## config.mk

```make
export PLATFORM = sky130hd
export DESIGN_NAME = tsc_top
export DESIGN_NICKNAME = d
export VERILOG_FILES = /design/src/include/tsc_pkg.sv /design/src/core/tsc_top.sv
export VERILOG_INCLUDE_DIRS = /design/src /design/src/include
export SDC_FILE = /design/constraint.sdc
export NUM_CORES = 1
export LEC_CHECK = 0
export BUFFER_PORTS_ARGS = -buffer_cell sky130_fd_sc_hd__buf_2
export CAP_MARGIN = 20
export CORE_MARGIN = 5
export CORE_UTILIZATION = 45
export CTS_BUF_LIST = sky130_fd_sc_hd__clkbuf_16
export CTS_CLUSTER_SIZE = 25
export DETAILED_ROUTE_END_ITERATION = 8
export SYNTH_ARGS = -nofsm -noshare
export SYNTH_HDL_FRONTEND = slang
export SYNTH_SLANG_ARGS = --single-unit
export TNS_END_PERCENT = 20
```

## constraint.sdc

```tcl
create_clock -name clk -period 3 [get_ports clk]
set_input_delay 0 -clock clk [delete_from_list [all_inputs] [get_ports clk]]
set_output_delay 0 -clock clk [all_outputs]
set_load 0.005 [all_outputs]
```

## src/include/tsc_defines.svh

```systemverilog
// Purpose: Register offsets, field positions, reset values and codes for the timer control
// Assumes: 8-bit register port with a 4-bit address
// Notes:   Definitions only; included by the package and the core
`ifndef TSC_DEFINES_SVH
`define TSC_DEFINES_SVH

// Register offsets
`define TSC_ADDR_W        4
`define TSC_OFF_CTL_A     4'h0
`define TSC_OFF_CTL_B     4'h1
`define TSC_OFF_CNT_LO    4'h2
`define TSC_OFF_CNT_HI    4'h3
`define TSC_OFF_RLD_LO    4'h4
`define TSC_OFF_RLD_HI    4'h5
`define TSC_OFF_CAP_LO    4'h6
`define TSC_OFF_CAP_HI    4'h7
`define TSC_OFF_STATUS    4'h8

// Control A bit positions
`define TSC_A_GATE_EN     0
`define TSC_A_ONE_SHOT    1
`define TSC_A_CAP_RLD_EN  2
`define TSC_A_RUN         3
`define TSC_A_LOW_RUN     4
`define TSC_A_POLARITY    5
`define TSC_A_PRI_OE      6
`define TSC_A_IRQ_EN      7

// Control B bit positions
`define TSC_B_SEC_OE      0
`define TSC_B_CNT_SEL     1
`define TSC_B_DUAL        2
`define TSC_B_CAP_MODE    3
`define TSC_B_ESEL_HI     5
`define TSC_B_ESEL_LO     4

// Status bit positions
`define TSC_S_OVF         0
`define TSC_S_CCF         1
`define TSC_S_OS_BUSY     2

// Edge select codes, reset and limit values
`define TSC_EDGE_NONE     2'h0
`define TSC_EDGE_RISE     2'h1
`define TSC_EDGE_FALL     2'h2
`define TSC_EDGE_BOTH     2'h3
`define TSC_RST_BYTE      8'h00
`define TSC_BYTE_MAX      8'hFF
`define TSC_BYTE_ONE      8'h01
`define TSC_HALF_W        8

`endif

```

## src/include/tsc_pkg.sv

```systemverilog
// Purpose: Types shared by the timer control core and its bench
// Assumes: tsc_defines.svh supplies widths
// Notes:   The whole core state is one packed struct
`include "tsc_defines.svh"
`default_nettype none

package tsc_pkg;

   // One-shot sequencer states
   typedef enum logic [1:0] {TSC_OS_IDLE, TSC_OS_WAIT, TSC_OS_RUN} tsc_os_e;

   // Register port request
   typedef struct packed {
      logic [`TSC_ADDR_W-1:0] addr;
      logic [7:0]             wdata;
      logic                   wr;
      logic                   rd;
   } tsc_bus_s;

   // Timer pin drive
   typedef struct packed {
      logic pri_out;
      logic pri_oe;
      logic sec_out;
      logic sec_oe;
   } tsc_pins_s;

   // Complete core state
   typedef struct packed {
      logic [7:0] ctl_a;
      logic [7:0] ctl_b;
      logic [7:0] cnt_lo;
      logic [7:0] cnt_hi;
      logic [7:0] rld_lo;
      logic [7:0] rld_hi;
      logic [7:0] cap_lo;
      logic [7:0] cap_hi;
      logic       ovf;
      logic       ccf;
      tsc_os_e    os;
      logic       pin_s1;
      logic       pin_s2;
      logic       pin_s3;
      logic       oe0_d;
      logic       oe1_d;
      logic       pol_applied;
      logic       wave_pri;
      logic       wave_sec;
      logic [7:0] rdata;
      tsc_pins_s  pins;
      logic       irq;
   } tsc_state_s;

endpackage : tsc_pkg

`default_nettype wire

```

## src/core/tsc_top.sv

```systemverilog
// Purpose: Run, one-shot, capture/reload and polarity control of a 16-bit timer
// Assumes: 20 MHz clk, async active-high rst, primary pin is asynchronous
// Notes:   Counter counts every clk while running and ungated in timer mode; compare value is the capture register
//
// Overview of operation
// Software uses the one-shot only in timer mode, never with counter select.
// Compare one-shot emits one waveform period, reload to overflow, on pins.
// Gated compare one-shot waits for ungated level; starts at once if present.
// Gated one-shot output is unsupported in dual 8-bit mode.
// Capture one-shot halts timer until selected edge or gating removed.
// Running capture cycle keeps counting, gated, ends at next one-shot edge.
// One-shot with run delays counting; one-shot alone overrides stopped run once.
// Both edges selected: polarity 1 picks falling, 0 picks rising one-shot edge.
// No flag is set on the starting edge of a one-shot capture.
// Capture-reload enable 0 captures only; 1 captures and reloads on edges.
// Both edges, reload, gate enable: skip reload on edge chosen by polarity.
// Run control starts or stops the counter; high byte only in dual mode.
// With run control 0 the count registers hold their value; the code still counts the low byte in dual mode and counts during a one-shot.
// Low-half run control acts only in dual mode.
// Enabled primary output starts at the level the polarity bit gives; the code sets this start level only in compare mode.
// Polarity reaches the pin only when primary output enable rises.
// Primary pin as input, not both edges: polarity picks the gating level.
// Gate enable gates 16-bit or high byte, needs output off, timer mode.
// Output enable field routes waveforms to primary and secondary pins.
// Interrupt enable gates overflow and capture/compare flags onto the request.
// Timer mode counts each enabled clock; overflow reloads and sets overflow flag.
//
// Design decisions made here: the register offsets and the plain strobed port.
`include "tsc_defines.svh"
`default_nettype none

module tsc_top #(
   parameter int HALF_W = `TSC_HALF_W
) (
   input  wire logic               clk,
   input  wire logic               rst,
   input  wire tsc_pkg::tsc_bus_s  bus,
   output var  logic [7:0]         rdata,
   input  wire logic               primary_timer_pin_in,
   input  wire logic               port_latch_primary,
   input  wire logic               port_oe_primary,
   input  wire logic               port_latch_secondary,
   input  wire logic               port_oe_secondary,
   output var  tsc_pkg::tsc_pins_s pins,
   output var  logic               timer_irq
);

   // Registers are byte wide; other halves cannot be served
   if (HALF_W != `TSC_HALF_W) begin : g_bad_width
      $error("tsc_top: HALF_W must be 8");
   end

   tsc_pkg::tsc_state_s q;
   tsc_pkg::tsc_state_s n;

   // Control field decode
   logic       gate_en;
   logic       one_shot_ctl;
   logic       capture_reload_en;
   logic       run_ctl;
   logic       low_half_run_ctl;
   logic       primary_polarity_sel;
   logic       primary_output_en;
   logic       timer_irq_en;
   logic       secondary_output_en;
   logic       counter_timer_select;
   logic       dual_byte_mode;
   logic       cap_mode;
   logic [1:0] edge_select_field;

   assign gate_en              = q.ctl_a[`TSC_A_GATE_EN];
   assign one_shot_ctl         = q.ctl_a[`TSC_A_ONE_SHOT];
   assign capture_reload_en    = q.ctl_a[`TSC_A_CAP_RLD_EN];
   assign run_ctl              = q.ctl_a[`TSC_A_RUN];
   assign low_half_run_ctl     = q.ctl_a[`TSC_A_LOW_RUN];
   assign primary_polarity_sel = q.ctl_a[`TSC_A_POLARITY];
   assign primary_output_en    = q.ctl_a[`TSC_A_PRI_OE];
   assign timer_irq_en         = q.ctl_a[`TSC_A_IRQ_EN];
   assign secondary_output_en  = q.ctl_b[`TSC_B_SEC_OE];
   assign counter_timer_select = q.ctl_b[`TSC_B_CNT_SEL];
   assign dual_byte_mode       = q.ctl_b[`TSC_B_DUAL];
   assign cap_mode             = q.ctl_b[`TSC_B_CAP_MODE];
   assign edge_select_field    = q.ctl_b[`TSC_B_ESEL_HI:`TSC_B_ESEL_LO];

   // Pin edges, taken only from the second and third sync stages
   logic pin_lvl;
   logic pin_rise;
   logic pin_fall;
   logic sel_edge;
   logic os_edge;

   assign pin_lvl  = q.pin_s2;
   assign pin_rise = q.pin_s2 & ~q.pin_s3;
   assign pin_fall = ~q.pin_s2 & q.pin_s3;

   // Edges picked by the edge select field
   always_comb
   begin
      case (edge_select_field)
         `TSC_EDGE_RISE: sel_edge = pin_rise;
         `TSC_EDGE_FALL: sel_edge = pin_fall;
         `TSC_EDGE_BOTH: sel_edge = pin_rise | pin_fall;
         default:        sel_edge = 1'b0;
      endcase
   end

   // both-edge one-shot edge
   assign os_edge = (edge_select_field == `TSC_EDGE_BOTH) ?
                    (primary_polarity_sel ? pin_fall : pin_rise) : sel_edge;

   // Gating and count enables
   logic timer_mode;
   logic tick;
   logic gate_active;
   logic gate_open;
   logic os_start;
   logic hi_run;
   logic hi_en;
   logic lo_en;
   logic cap_ev;
   logic skip_rld;

   assign timer_mode = ~counter_timer_select;
   // Counter mode counts primary pin rising edges instead of clocks
   assign tick = timer_mode | pin_rise;

   // gating only with output off, timer mode
   assign gate_active = gate_en & ~primary_output_en & timer_mode &
                        (edge_select_field != `TSC_EDGE_BOTH);
   // pin level equal to polarity holds the clock
   assign gate_open = ~gate_active | (pin_lvl != primary_polarity_sel);

   // compare one-shot waits for the ungated level
   // dual mode ignores gating for the one-shot start
   // capture one-shot starts on edge or gate release
   assign os_start = cap_mode ? (os_edge | (gate_active & gate_open))
                              : (gate_open | dual_byte_mode);

   // one-shot overrides or delays the run control
   // run control drives the full count or the high byte
   // count held while not running
   always_comb
   begin
      case (q.os)
         // A fresh one-shot write must not leak a tick before the sequencer waits
         tsc_pkg::TSC_OS_IDLE: hi_run = run_ctl & ~(one_shot_ctl & timer_mode);
         tsc_pkg::TSC_OS_WAIT: hi_run = 1'b0;
         tsc_pkg::TSC_OS_RUN:  hi_run = 1'b1;
         default:              hi_run = 1'b0;
      endcase
   end

   // running one-shot still obeys the gate
   assign hi_en = hi_run & gate_open & tick;
   // low run control only in dual mode
   assign lo_en = dual_byte_mode ? (low_half_run_ctl & tick) : hi_en;

   // capture event; the one-shot starting edge never captures
   assign cap_ev = cap_mode & timer_mode & sel_edge & (q.os != tsc_pkg::TSC_OS_WAIT);
   // reload skipped on the edge named by polarity
   assign skip_rld = (edge_select_field == `TSC_EDGE_BOTH) & gate_en &
                     (primary_polarity_sel ? pin_rise : pin_fall);

   // Counter arithmetic, shared by both modes
   logic       hi_wrap;
   logic       lo_wrap;
   logic       full_wrap;
   logic       cmp_hi;
   logic       cmp_lo;
   logic       cmp_full;
   logic [7:0] lo_inc;
   logic [7:0] hi_inc;

   assign lo_wrap   = (q.cnt_lo == `TSC_BYTE_MAX);
   assign hi_wrap   = (q.cnt_hi == `TSC_BYTE_MAX);
   assign full_wrap = hi_wrap & lo_wrap;
   assign lo_inc    = q.cnt_lo + `TSC_BYTE_ONE;
   assign hi_inc    = q.cnt_hi + `TSC_BYTE_ONE;
   assign cmp_hi    = (q.cnt_hi == q.cap_hi);
   assign cmp_lo    = (q.cnt_lo == q.cap_lo);
   assign cmp_full  = cmp_hi & cmp_lo;

   // Next state of the whole block
   logic ovf_set;
   logic ccf_set;
   logic hi_ovf;
   logic lo_ovf;
   logic oe0_rise;
   logic oe1_rise;

   always_comb
   begin
      n        = q;
      ovf_set  = 1'b0;
      ccf_set  = 1'b0;
      hi_ovf   = 1'b0;
      lo_ovf   = 1'b0;
      oe0_rise = primary_output_en & ~q.oe0_d;
      oe1_rise = secondary_output_en & ~q.oe1_d;

      // Two-stage synchroniser plus history stage
      n.pin_s1 = primary_timer_pin_in;
      n.pin_s2 = q.pin_s1;
      n.pin_s3 = q.pin_s2;
      n.oe0_d  = primary_output_en;
      n.oe1_d  = secondary_output_en;

      // counting and overflow reload
      if (dual_byte_mode)
      begin
         if (hi_en)
         begin
            hi_ovf   = hi_wrap;
            n.cnt_hi = hi_wrap ? q.rld_hi : hi_inc;
         end
         if (lo_en)
         begin
            lo_ovf   = lo_wrap;
            n.cnt_lo = lo_wrap ? q.rld_lo : lo_inc;
         end
      end
      else if (hi_en)
      begin
         hi_ovf   = full_wrap;
         lo_ovf   = full_wrap;
         n.cnt_lo = full_wrap ? q.rld_lo : lo_inc;
         n.cnt_hi = full_wrap ? q.rld_hi : (lo_wrap ? hi_inc : q.cnt_hi);
      end
      ovf_set = hi_ovf | lo_ovf;

      // capture, and reload when enabled
      if (cap_ev)
      begin
         n.cap_lo = q.cnt_lo;
         n.cap_hi = q.cnt_hi;
         ccf_set  = 1'b1;
         // reload skipped on one edge
         if (capture_reload_en & ~skip_rld)
         begin
            n.cnt_lo = q.rld_lo;
            n.cnt_hi = q.rld_hi;
         end
      end

      // polarity reaches the pin only on enable rise
      if (oe0_rise)
         n.pol_applied = primary_polarity_sel;

      // compare waveform, start level at reload, toggle at match
      // start level follows polarity
      if (!cap_mode)
      begin
         if (oe0_rise)
            n.wave_pri = primary_polarity_sel;
         else if (hi_ovf)
            n.wave_pri = q.pol_applied;
         else if (hi_en & (dual_byte_mode ? cmp_hi : cmp_full))
         begin
            n.wave_pri = ~q.pol_applied;
            ccf_set    = 1'b1;
         end
         if (oe1_rise)
            n.wave_sec = q.pol_applied;
         else if (dual_byte_mode ? lo_ovf : hi_ovf)
            n.wave_sec = q.pol_applied;
         else if (lo_en & (dual_byte_mode ? cmp_lo : cmp_full))
            n.wave_sec = ~q.pol_applied;
      end

      // One-shot sequencer
      case (q.os)
         tsc_pkg::TSC_OS_IDLE:
         begin
            // counter mode leaves the one-shot bit inert
            if (one_shot_ctl & timer_mode)
               n.os = tsc_pkg::TSC_OS_WAIT;
         end
         tsc_pkg::TSC_OS_WAIT:
         begin
            // starting edge sets no flag
            if (!one_shot_ctl | !timer_mode)
               n.os = tsc_pkg::TSC_OS_IDLE;
            else if (os_start)
               n.os = tsc_pkg::TSC_OS_RUN;
         end
         tsc_pkg::TSC_OS_RUN:
         begin
            // capture cycle ends at the one-shot edge
            if (!one_shot_ctl | !timer_mode)
               n.os = tsc_pkg::TSC_OS_IDLE;
            else if (cap_mode ? os_edge : hi_ovf)
            begin
               n.os                     = tsc_pkg::TSC_OS_IDLE;
               n.ctl_a[`TSC_A_ONE_SHOT] = 1'b0;
            end
         end
         default:
            n.os = tsc_pkg::TSC_OS_IDLE;
      endcase

      // Flags: write one clears, a set in the same cycle wins
      n.ovf = q.ovf | ovf_set;
      n.ccf = q.ccf | ccf_set;
      if (bus.wr & (bus.addr == `TSC_OFF_STATUS))
      begin
         n.ovf = (q.ovf & ~bus.wdata[`TSC_S_OVF]) | ovf_set;
         n.ccf = (q.ccf & ~bus.wdata[`TSC_S_CCF]) | ccf_set;
      end

      // Software writes override hardware updates of the same byte
      if (bus.wr)
      begin
         case (bus.addr)
            `TSC_OFF_CTL_A:  n.ctl_a  = bus.wdata;
            `TSC_OFF_CTL_B:  n.ctl_b  = bus.wdata;
            `TSC_OFF_CNT_LO: n.cnt_lo = bus.wdata;
            `TSC_OFF_CNT_HI: n.cnt_hi = bus.wdata;
            `TSC_OFF_RLD_LO: n.rld_lo = bus.wdata;
            `TSC_OFF_RLD_HI: n.rld_hi = bus.wdata;
            `TSC_OFF_CAP_LO: n.cap_lo = bus.wdata;
            `TSC_OFF_CAP_HI: n.cap_hi = bus.wdata;
            default:         n.ctl_a  = n.ctl_a;
         endcase
      end

      // Read data valid the cycle after the strobe, zero otherwise
      n.rdata = `TSC_RST_BYTE;
      if (bus.rd)
      begin
         case (bus.addr)
            `TSC_OFF_CTL_A:  n.rdata = q.ctl_a;
            `TSC_OFF_CTL_B:  n.rdata = q.ctl_b;
            `TSC_OFF_CNT_LO: n.rdata = q.cnt_lo;
            `TSC_OFF_CNT_HI: n.rdata = q.cnt_hi;
            `TSC_OFF_RLD_LO: n.rdata = q.rld_lo;
            `TSC_OFF_RLD_HI: n.rdata = q.rld_hi;
            `TSC_OFF_CAP_LO: n.rdata = q.cap_lo;
            `TSC_OFF_CAP_HI: n.rdata = q.cap_hi;
            `TSC_OFF_STATUS:
            begin
               n.rdata[`TSC_S_OVF]     = q.ovf;
               n.rdata[`TSC_S_CCF]     = q.ccf;
               n.rdata[`TSC_S_OS_BUSY] = (q.os != tsc_pkg::TSC_OS_IDLE);
            end
            default:         n.rdata = `TSC_RST_BYTE;
         endcase
      end

      // output enable field routes waveforms, else port latch data
      n.pins.pri_out = primary_output_en ? n.wave_pri : port_latch_primary;
      n.pins.pri_oe  = primary_output_en | port_oe_primary;
      n.pins.sec_out = secondary_output_en ? n.wave_sec : port_latch_secondary;
      n.pins.sec_oe  = secondary_output_en | port_oe_secondary;

      // local enable for both timer flags
      n.irq = n.ctl_a[`TSC_A_IRQ_EN] & (n.ovf | n.ccf);
   end

   // State register; every field resets to a constant
   always_ff @(posedge clk or posedge rst)
   begin
      if (rst)
         q <= '0;
      else
         q <= n;
   end

   // Outputs straight from flip-flops
   assign rdata     = q.rdata;
   assign pins      = q.pins;
   assign timer_irq = q.irq;

endmodule : tsc_top

`default_nettype wire

```

==> summary.txt, run 1 <==
Hold path
  • Worst Hold Depth: 3
  • Hold Startpoint: bus[3]
  • Min-delay worst type: in -> reg
  • Hold EP: one_shot_ctl

Power and ir drop
  • Pint: 3000 uW
  • Pleak: 0.00251 uW
  • PwrDens: 828 nW/um2
  • Switch share: 0.401
  • Reg power frac: 0.431
  • Psw: 2010 uW
  • Clock network fraction of design power: 0.205
  • Logic gate share of total power: 0.364
  • Maximum vdd drop: 0.465 mV
  • Overall power: 5010 uW

Setup path
  • Critical Path AT: 2.95 ns
  • Req. time, crit path: 3.27 ns
  • Crit end category: flip-flop
  • Worst r2r dst: q[14]
  • Reg2reg setup slack: 0.31 ns
  • CP Class: reg -> reg
  • CP max FO: 14
  • Startpoint Class: flip-flop
  • Reg2Reg Depth: 8
  • FF-to-FF Start: pin_lvl

CTS
  • Clk_lat worst skew: 0.35 ns
  • CTS Buf Count: 9
  • CTS tree: yes
  • # Post-CTS Setup Buffers: 0
  • Clk slew on worst S/H paths: 0.07 ns
  • Clock tree buffer depth: 2
  • CTS H-tree lvls: 3
  • Root Driver: clkbuf_16
  • CTS Sinks: 89

Synthesis
  • Mapped Area: 5540 um2
  • Synth warnings: 0
  • XOR/XNOR share of the synthesized area: 0.0409
  • Main combinational cell family by area after synthesis: compound AO/OA/AOI/OAI gates
  • Mapped Cells: 588
  • Complex-gate fraction of the synthesized area: 0.196
  • Register area share after synthesis: 0.402
  • Mux share of post-synthesis cell area: 0.123
  • Post-Synth Simple-Gate Area: 0.165
  • Synthesized Nets: 613
  • Number of synthesized flops with an enable pin: 0
  • Mean post-synth cell area: 9.41 um2
  • Predominant post-synthesis flop cell: dfrtp_1
  • Async SR Flop Fraction: 1.00
  • Synth cell types: 69
  • Area share of fa/ha/maj cells after synthesis: 0.00904
  • Number of synthesized register bits: 89

Placement
  • IO buf count: 33
  • Post-DP HPWL: 12.1 mm
  • GPL Wtd Cong: 0.917
  • DP Area: 5720 um2

Finish
  • Fin area: 6060 um2
  • Fill cells: 1138
  • Fraction of layout cells with a size suffix above 1: 0.201
  • N_diodes: 0
  • Area taken by multi-input logic gates: 2960 um2
  • Register area: 2230 um2
  • Area grow syn2layout: 9.40%
  • Nets: 628

Die
  • Die area: 14600 um2
  • I/O pin count: 34
  • Die Width: 121 um
  • FP Rows: 40
  • Initial Util: 0.461
  • Die H: 121 um
  • Core box area: 12000 um2

Timing
  • Fin Hold WS: 0.0292 ns
  • Clk_skew: 0.00628 ns
  • Slew Viols, Final: 0
  • Least-Margin Pin Slew: 0.964 ns
  • Fin crit period: 2.69 ns
  • Fmax: 0.372 GHz
  • Endpoints failing setup: 0
  • Setup TNS: 0 ns
  • Final worst-path cycle share: 0.895
  • Rel. slew slack: 0.355
  • RSZ-0062 raised after global routing: false
  • Final Hold Vio Count: 0

Global route
  • Largest net degree at the start of global routing: 35
  • Number of global-route vias before repair: 4533
  • GRT Util Overall: 0.237
  • First-pass GRT wire length: 26.3 mm
  • Initial antenna violation count: 0
  • Overflow after GRT: 0

Flow run
  • Max-cap violations: 0

Outcome
  • Outcome: finished, final reports clean

Route
  • Drt total wl: 16.9 mm
  • Via/cell ratio: 6.29
  • Drt pass-1 iters: 5
  • DRT iter0 DRCs: 511
  • ANT nets after route: 0
  • DR WL/cell: 22.4 um
  • # DRC: 0
  • Vias post-DR: 4747
[layout make-up]
cell class,count,area share
Clock inverter,7,0.00661
Sequential cell,89,0.368
Clock buffer,9,0.0372
Tap cell,147,0.0304
Inverter,16,0.0101
Timing Repair Buffer,57,0.0599
Multi-Input combinational cell,430,0.488
[layout by cell type (no fill, tap or decap), drive strengths merged, types with 13 or more instances in the layout]
cell type and n:
xor2 21, dfrtp 89, mux2 34, o21ai 39, a21oi 40, nand2 64, mux2i 25, nor2b 13
inv 17, nand3 22, nor2 28, buf 50
[synthesized netlist by cell type, drive strengths merged, types with 5 or more instances]
| master | n | area (um2) |
|---|---|---|
| dfrtp | 89 | 2230 |
| nand2 | 64 | 240 |
| a21oi | 40 | 215 |
| o21ai | 39 | 195 |
| buf | 35 | 224 |
| mux2 | 34 | 383 |
| nor2 | 28 | 105 |
| mux2i | 25 | 250 |
| nand3 | 22 | 110 |
| xor2 | 21 | 191 |
| clkbuf | 18 | 68.8 |
| inv | 16 | 60.1 |
| nor2b | 13 | 81.3 |
| a31oi | 10 | 62.6 |
| a22oi | 9 | 67.6 |
| a211oi | 8 | 65.1 |
| and3 | 7 | 43.8 |
| nor3 | 7 | 46.3 |
| nor4 | 7 | 56.3 |
| a221oi | 6 | 52.6 |
| nand4 | 6 | 37.5 |
| a32oi | 5 | 43.8 |
| and2 | 5 | 31.3 |
| nand2b | 5 | 31.3 |
| or3 | 5 | 36.3 |
[critical path: stages, from the launching register on]
cell and delay, ns:
dfrtp_1 0.42, ha_1 0.25, nand2b_1 0.26, nand2b_1 0.13, or3_4 0.47, nor3_4 0.45, o31ai_1 0.13, o311a_1 0.36
a21oi_1 0.13
[layer usage]
| layer | vias up | share of wire | track usage | wire [um] |
|---|---|---|---|---|
| met5 | - | 0 | 0 | 0 |
| met4 | 0 | 0.028 | 0.0956 | 478 |
| met3 | 29 | 0.082 | 0.0354 | 1390 |
| met2 | 244 | 0.45 | 0.356 | 7550 |
| met1 | 2318 | 0.44 | 0.341 | 7480 |
| li1 | 2156 | - | - | - |
[power groups by stage]
stage                     clock, uW  sequential (uW)  combinational [uW]
after CTS                      1040             2140                1810
after global placement            0             2140                1760
after global routing           1100             2210                2000
after detailed placement          0             2160                1790
after floorplan                   0             1870                1560
final                          1030             2160                1820
[registers in the layout, summed over array words and instances, names as in the netlist]
name,count
cap_mode,1
capture_reload_en,1
counter_timer_select,1
dual_byte_mode,1
edge_select_field,2
gate_en,1
low_half_run_ctl,1
n,3
one_shot_ctl,1
pin_lvl,1
pins,4
primary_polarity_sel,1
q,62
rdata,8
timer_irq,1
[cells by family (layout without fill, tap and decap cells)]
| logic type | Yosys count | after routing |
|---|---|---|
| xor+xnor | 25 | 25 |
| mux | 61 | 61 |
| fa+ha+maj | 4 | 4 |
| simple gates | 181 | 181 |
| buf+inv | 69 | 89 |
| compound gates | 159 | 159 |
| flops | 89 | 89 |
[stage by stage]
stage	std cells	util	setup slack, ns
3_5_place_dp	732	0.476	0.374
5_1_grt	755	0.504	0.162
6_report	755	0.504	0.315
4_1_cts	755	0.504	0.350
3_3_place_gp	732	0.476	0.413
2_1_floorplan	588	-	0.693
[what timing repair did]
item	CTS	global route
resized for setup	0	0
hold endpoints to repair	31	0
hold buffers	7	0
[worst max path at each step]
stage,slack (ns),to,from,cells past startpoint
6_report,0.31,q[14],pin_lvl,8
5_1_grt,0.16,one_shot_ctl,q[18],9
4_1_cts,0.35,q[14],pin_lvl,8
3_5_place_dp,0.37,q[14],pin_lvl,8
3_3_place_gp,0.41,pins[3],pin_lvl,8
2_1_floorplan,0.69,cap_mode,rst,1
Note: power is estimated with default switching activity, not from simulation.
==> run 2: changes to the inputs <==
CORE_ASPECT_RATIO = 0.9   (was default)
clock period = 3.3 ns   (was 3 ns; I/O delays follow)
==> summary.txt, run 2 (synthesized netlist as in run 1, its figures left out) <==
Die
  • Die H: 115 um (-4.7%)
  • Die area: 14600 um2 (about the same)
  • Core box area: 12100 um2 (+0.54%)
  • I/O pin count: 34 (unchanged)
  • Initial Util: 0.458 (-0.00248)
  • Die Width: 127 um (+5.0%)
  • FP Rows: 38 (-5.0%)

Setup path
  • Critical Path AT: 2.98 ns (+0.03 ns)
  • Req. time, crit path: 3.57 ns (+0.30 ns)
  • Startpoint Class: flip-flop
  • CP Class: reg -> reg
  • Crit end category: flip-flop
  • Reg2Reg Depth: 8 (unchanged)
  • CP max FO: 14 (unchanged)

Hold path
  • Worst Hold Depth: 3 (unchanged)
  • Min-delay worst type: in -> reg

Power and ir drop
  • Switch share: 0.397 (-0.00412)
  • Maximum vdd drop: 0.356 mV (-23%)
  • Pint: 2780 uW (-7.5%)
  • Reg power frac: 0.438 (+0.007)
  • Pleak: 0.00249 uW (-0.88%)
  • PwrDens: 762 nW/um2 (-7.9%)
  • Clock network fraction of design power: 0.215 (+0.010)
  • Psw: 1830 uW (-9.1%)
  • Logic gate share of total power: 0.347 (-0.017)

Global route
  • Number of global-route vias before repair: 4550 (+0.38%)
  • First-pass GRT wire length: 26.9 mm (+2.1%)
  • Initial antenna violation count: 0 (unchanged)
  • Overflow after GRT: 0 (unchanged)
  • GRT Util Overall: 0.245 (+0.00814)
  • Largest net degree at the start of global routing: 49 (+40%)

Timing
  • Setup TNS: 0 ns (unchanged)
  • Rel. slew slack: 0.331 (-0.0237)
  • Least-Margin Pin Slew: 1.00 ns (+0.0391 ns)
  • Final worst-path cycle share: 0.822 (-0.0732)
  • Fmax: 0.369 GHz (-0.99%)
  • Fin crit period: 2.71 ns (+0.0269 ns)
  • Clk_skew: 0.00780 ns (+0.00151 ns)
  • Slew Viols, Final: 0 (unchanged)
  • Endpoints failing setup: 0 (unchanged)
  • RSZ-0062 raised after global routing: false
  • Final Hold Vio Count: 0 (unchanged)

Route
  • Drt pass-1 iters: 7 (+2)
  • DRT iter0 DRCs: 455 (-11%)
  • DR WL/cell: 22.5 um (+0.74%)
  • Via/cell ratio: 6.14 (-2.3%)
  • ANT nets after route: 0 (unchanged)
  • # DRC: 0 (unchanged)
  • Drt total wl: 17.2 mm (+1.5%)
  • Vias post-DR: 4675 (-1.5%)

CTS
  • Root Driver: clkbuf_16
  • Post_cts resized: 0 (unchanged)
  • Clock tree buffer depth: 2 (unchanged)
  • Clk slew on worst S/H paths: 0.06 ns (about the same)
  • CTS Sinks: 89 (unchanged)
  • CTS tree: yes
  • CTS H-tree lvls: 3 (unchanged)
  • CTS Buf Count: 9 (unchanged)
  • Clk_lat worst skew: 0.36 ns (about the same)

Finish
  • Max reg flops: 62 (unchanged)
  • Commonest non-fill, non-tap cell in the layout: dfrtp_1
  • N_diodes: 0 (unchanged)
  • Area grow syn2layout: 9.13%
  • Most flops, register: q
  • Nets: 622 (-0.96%)
  • Final Non-Filler Cells: 761 (+0.79%)
  • Fraction of layout cells with a size suffix above 1: 0.190 (-0.0110)
  • Fill cells: 1126 (-1.1%)
  • Most frequent cells in the layout: dfrtp_1, nand2_1, o21ai_0, a21oi_1, mux2_2

Flow run
  • Max-cap violations: 0 (unchanged)

Placement
  • Post-DP HPWL: 12.3 mm (+1.2%)
  • Cells after DPL: 738 (+0.82%)
  • IO buf count: 33 (unchanged)
  • GPL Wtd Cong: 0.935 (+1.9%)

Outcome
  • Outcome: finished, final reports clean
[run 2: cell types whose count changed in the layout (fill, tap and decap cells not counted)]
cell and delta:
dlygate4sd3_1 +1, inv_1 -1, clkinvlp_4 -2, buf_4 -7, bufinv_16 +1, clkinv_1 +1
clkinv_2 +1, clkinv_4 -1
[run 2: power groups by stage]
| stage | registers, uW | clock network (uW) | logic, uW |
|---|---|---|---|
| floorplan | 1700 | 0 | 1420 |
| finish | 2020 | 991 | 1600 |
| CTS | 2000 | 1020 | 1580 |
| detailed placement | 2010 | 0 | 1560 |
| global placement | 2000 | 0 | 1550 |
| global route | 2060 | 1050 | 1760 |
[run 2: critical path, stage by stage (launching register included)]
cell and delay (ns):
dfrtp_1 0.43, ha_1 0.24, nand2b_1 0.23, nand2b_1 0.13, or3_4 0.48, nor3_4 0.45
o31ai_1 0.16, o311a_1 0.37, o22ai_1 0.14
[run 2: path summary, 6_finish.rpt]
kind / from / endpoint / slack, ns
setup / recovery: pin_lvl / pins[3] / 0.59
hold / removal: bus[5] / q[36] / 0.03
setup reg to reg: pin_lvl / pins[3] / 0.59
hold reg to reg: n[19] / pin_lvl / 0.35
max in group asynchronous: rst / rdata[2] / 2.13
min in group asynchronous: rst / q[42] / 0.36
[run 2: through the flow]
step                      worst slack, ns   util  hold WS, ns  power (uW)  instance area (um2)
after floorplan                     0.993      -       0.0314        3120                 5540
after global routing                0.450  0.500       0.0342        4880                 6040
final                               0.588  0.500       0.0335        4610                 6040
after detailed placement            0.612  0.471        0.115        3580                 5680
after CTS                           0.593  0.500       0.0141        4590                 6040
after global placement              0.687  0.471        0.111        3550                 5680
[run 2: per-layer routing]
layer,vias up,routed length [um],track usage
met5,-,0,0
met4,0,383,0.0886
met3,26,1450,0.0529
met2,203,7640,0.377
met1,2289,7680,0.342
li1,2157,-,-
[run 2: cell type report]
class,count,area (um2),share of cell area
Clock buffer,9,225,0.0373
Clock inverter,6,51.3,0.00849
Inverter,16,61.3,0.0101
Multi-Input combinational cell,430,2960,0.489
Sequential cell,89,2230,0.369
Tap cell,160,200,0.0331
Timing Repair Buffer,51,320,0.0530
[run 2: repair_timing]
item / 4_1_cts / 5_1_grt
buffers inserted: 0 / 0
hold buffers: 8 / 0
endpoints found under the hold margin: 57 / 0
endpoints found under the setup margin: 0 / 0
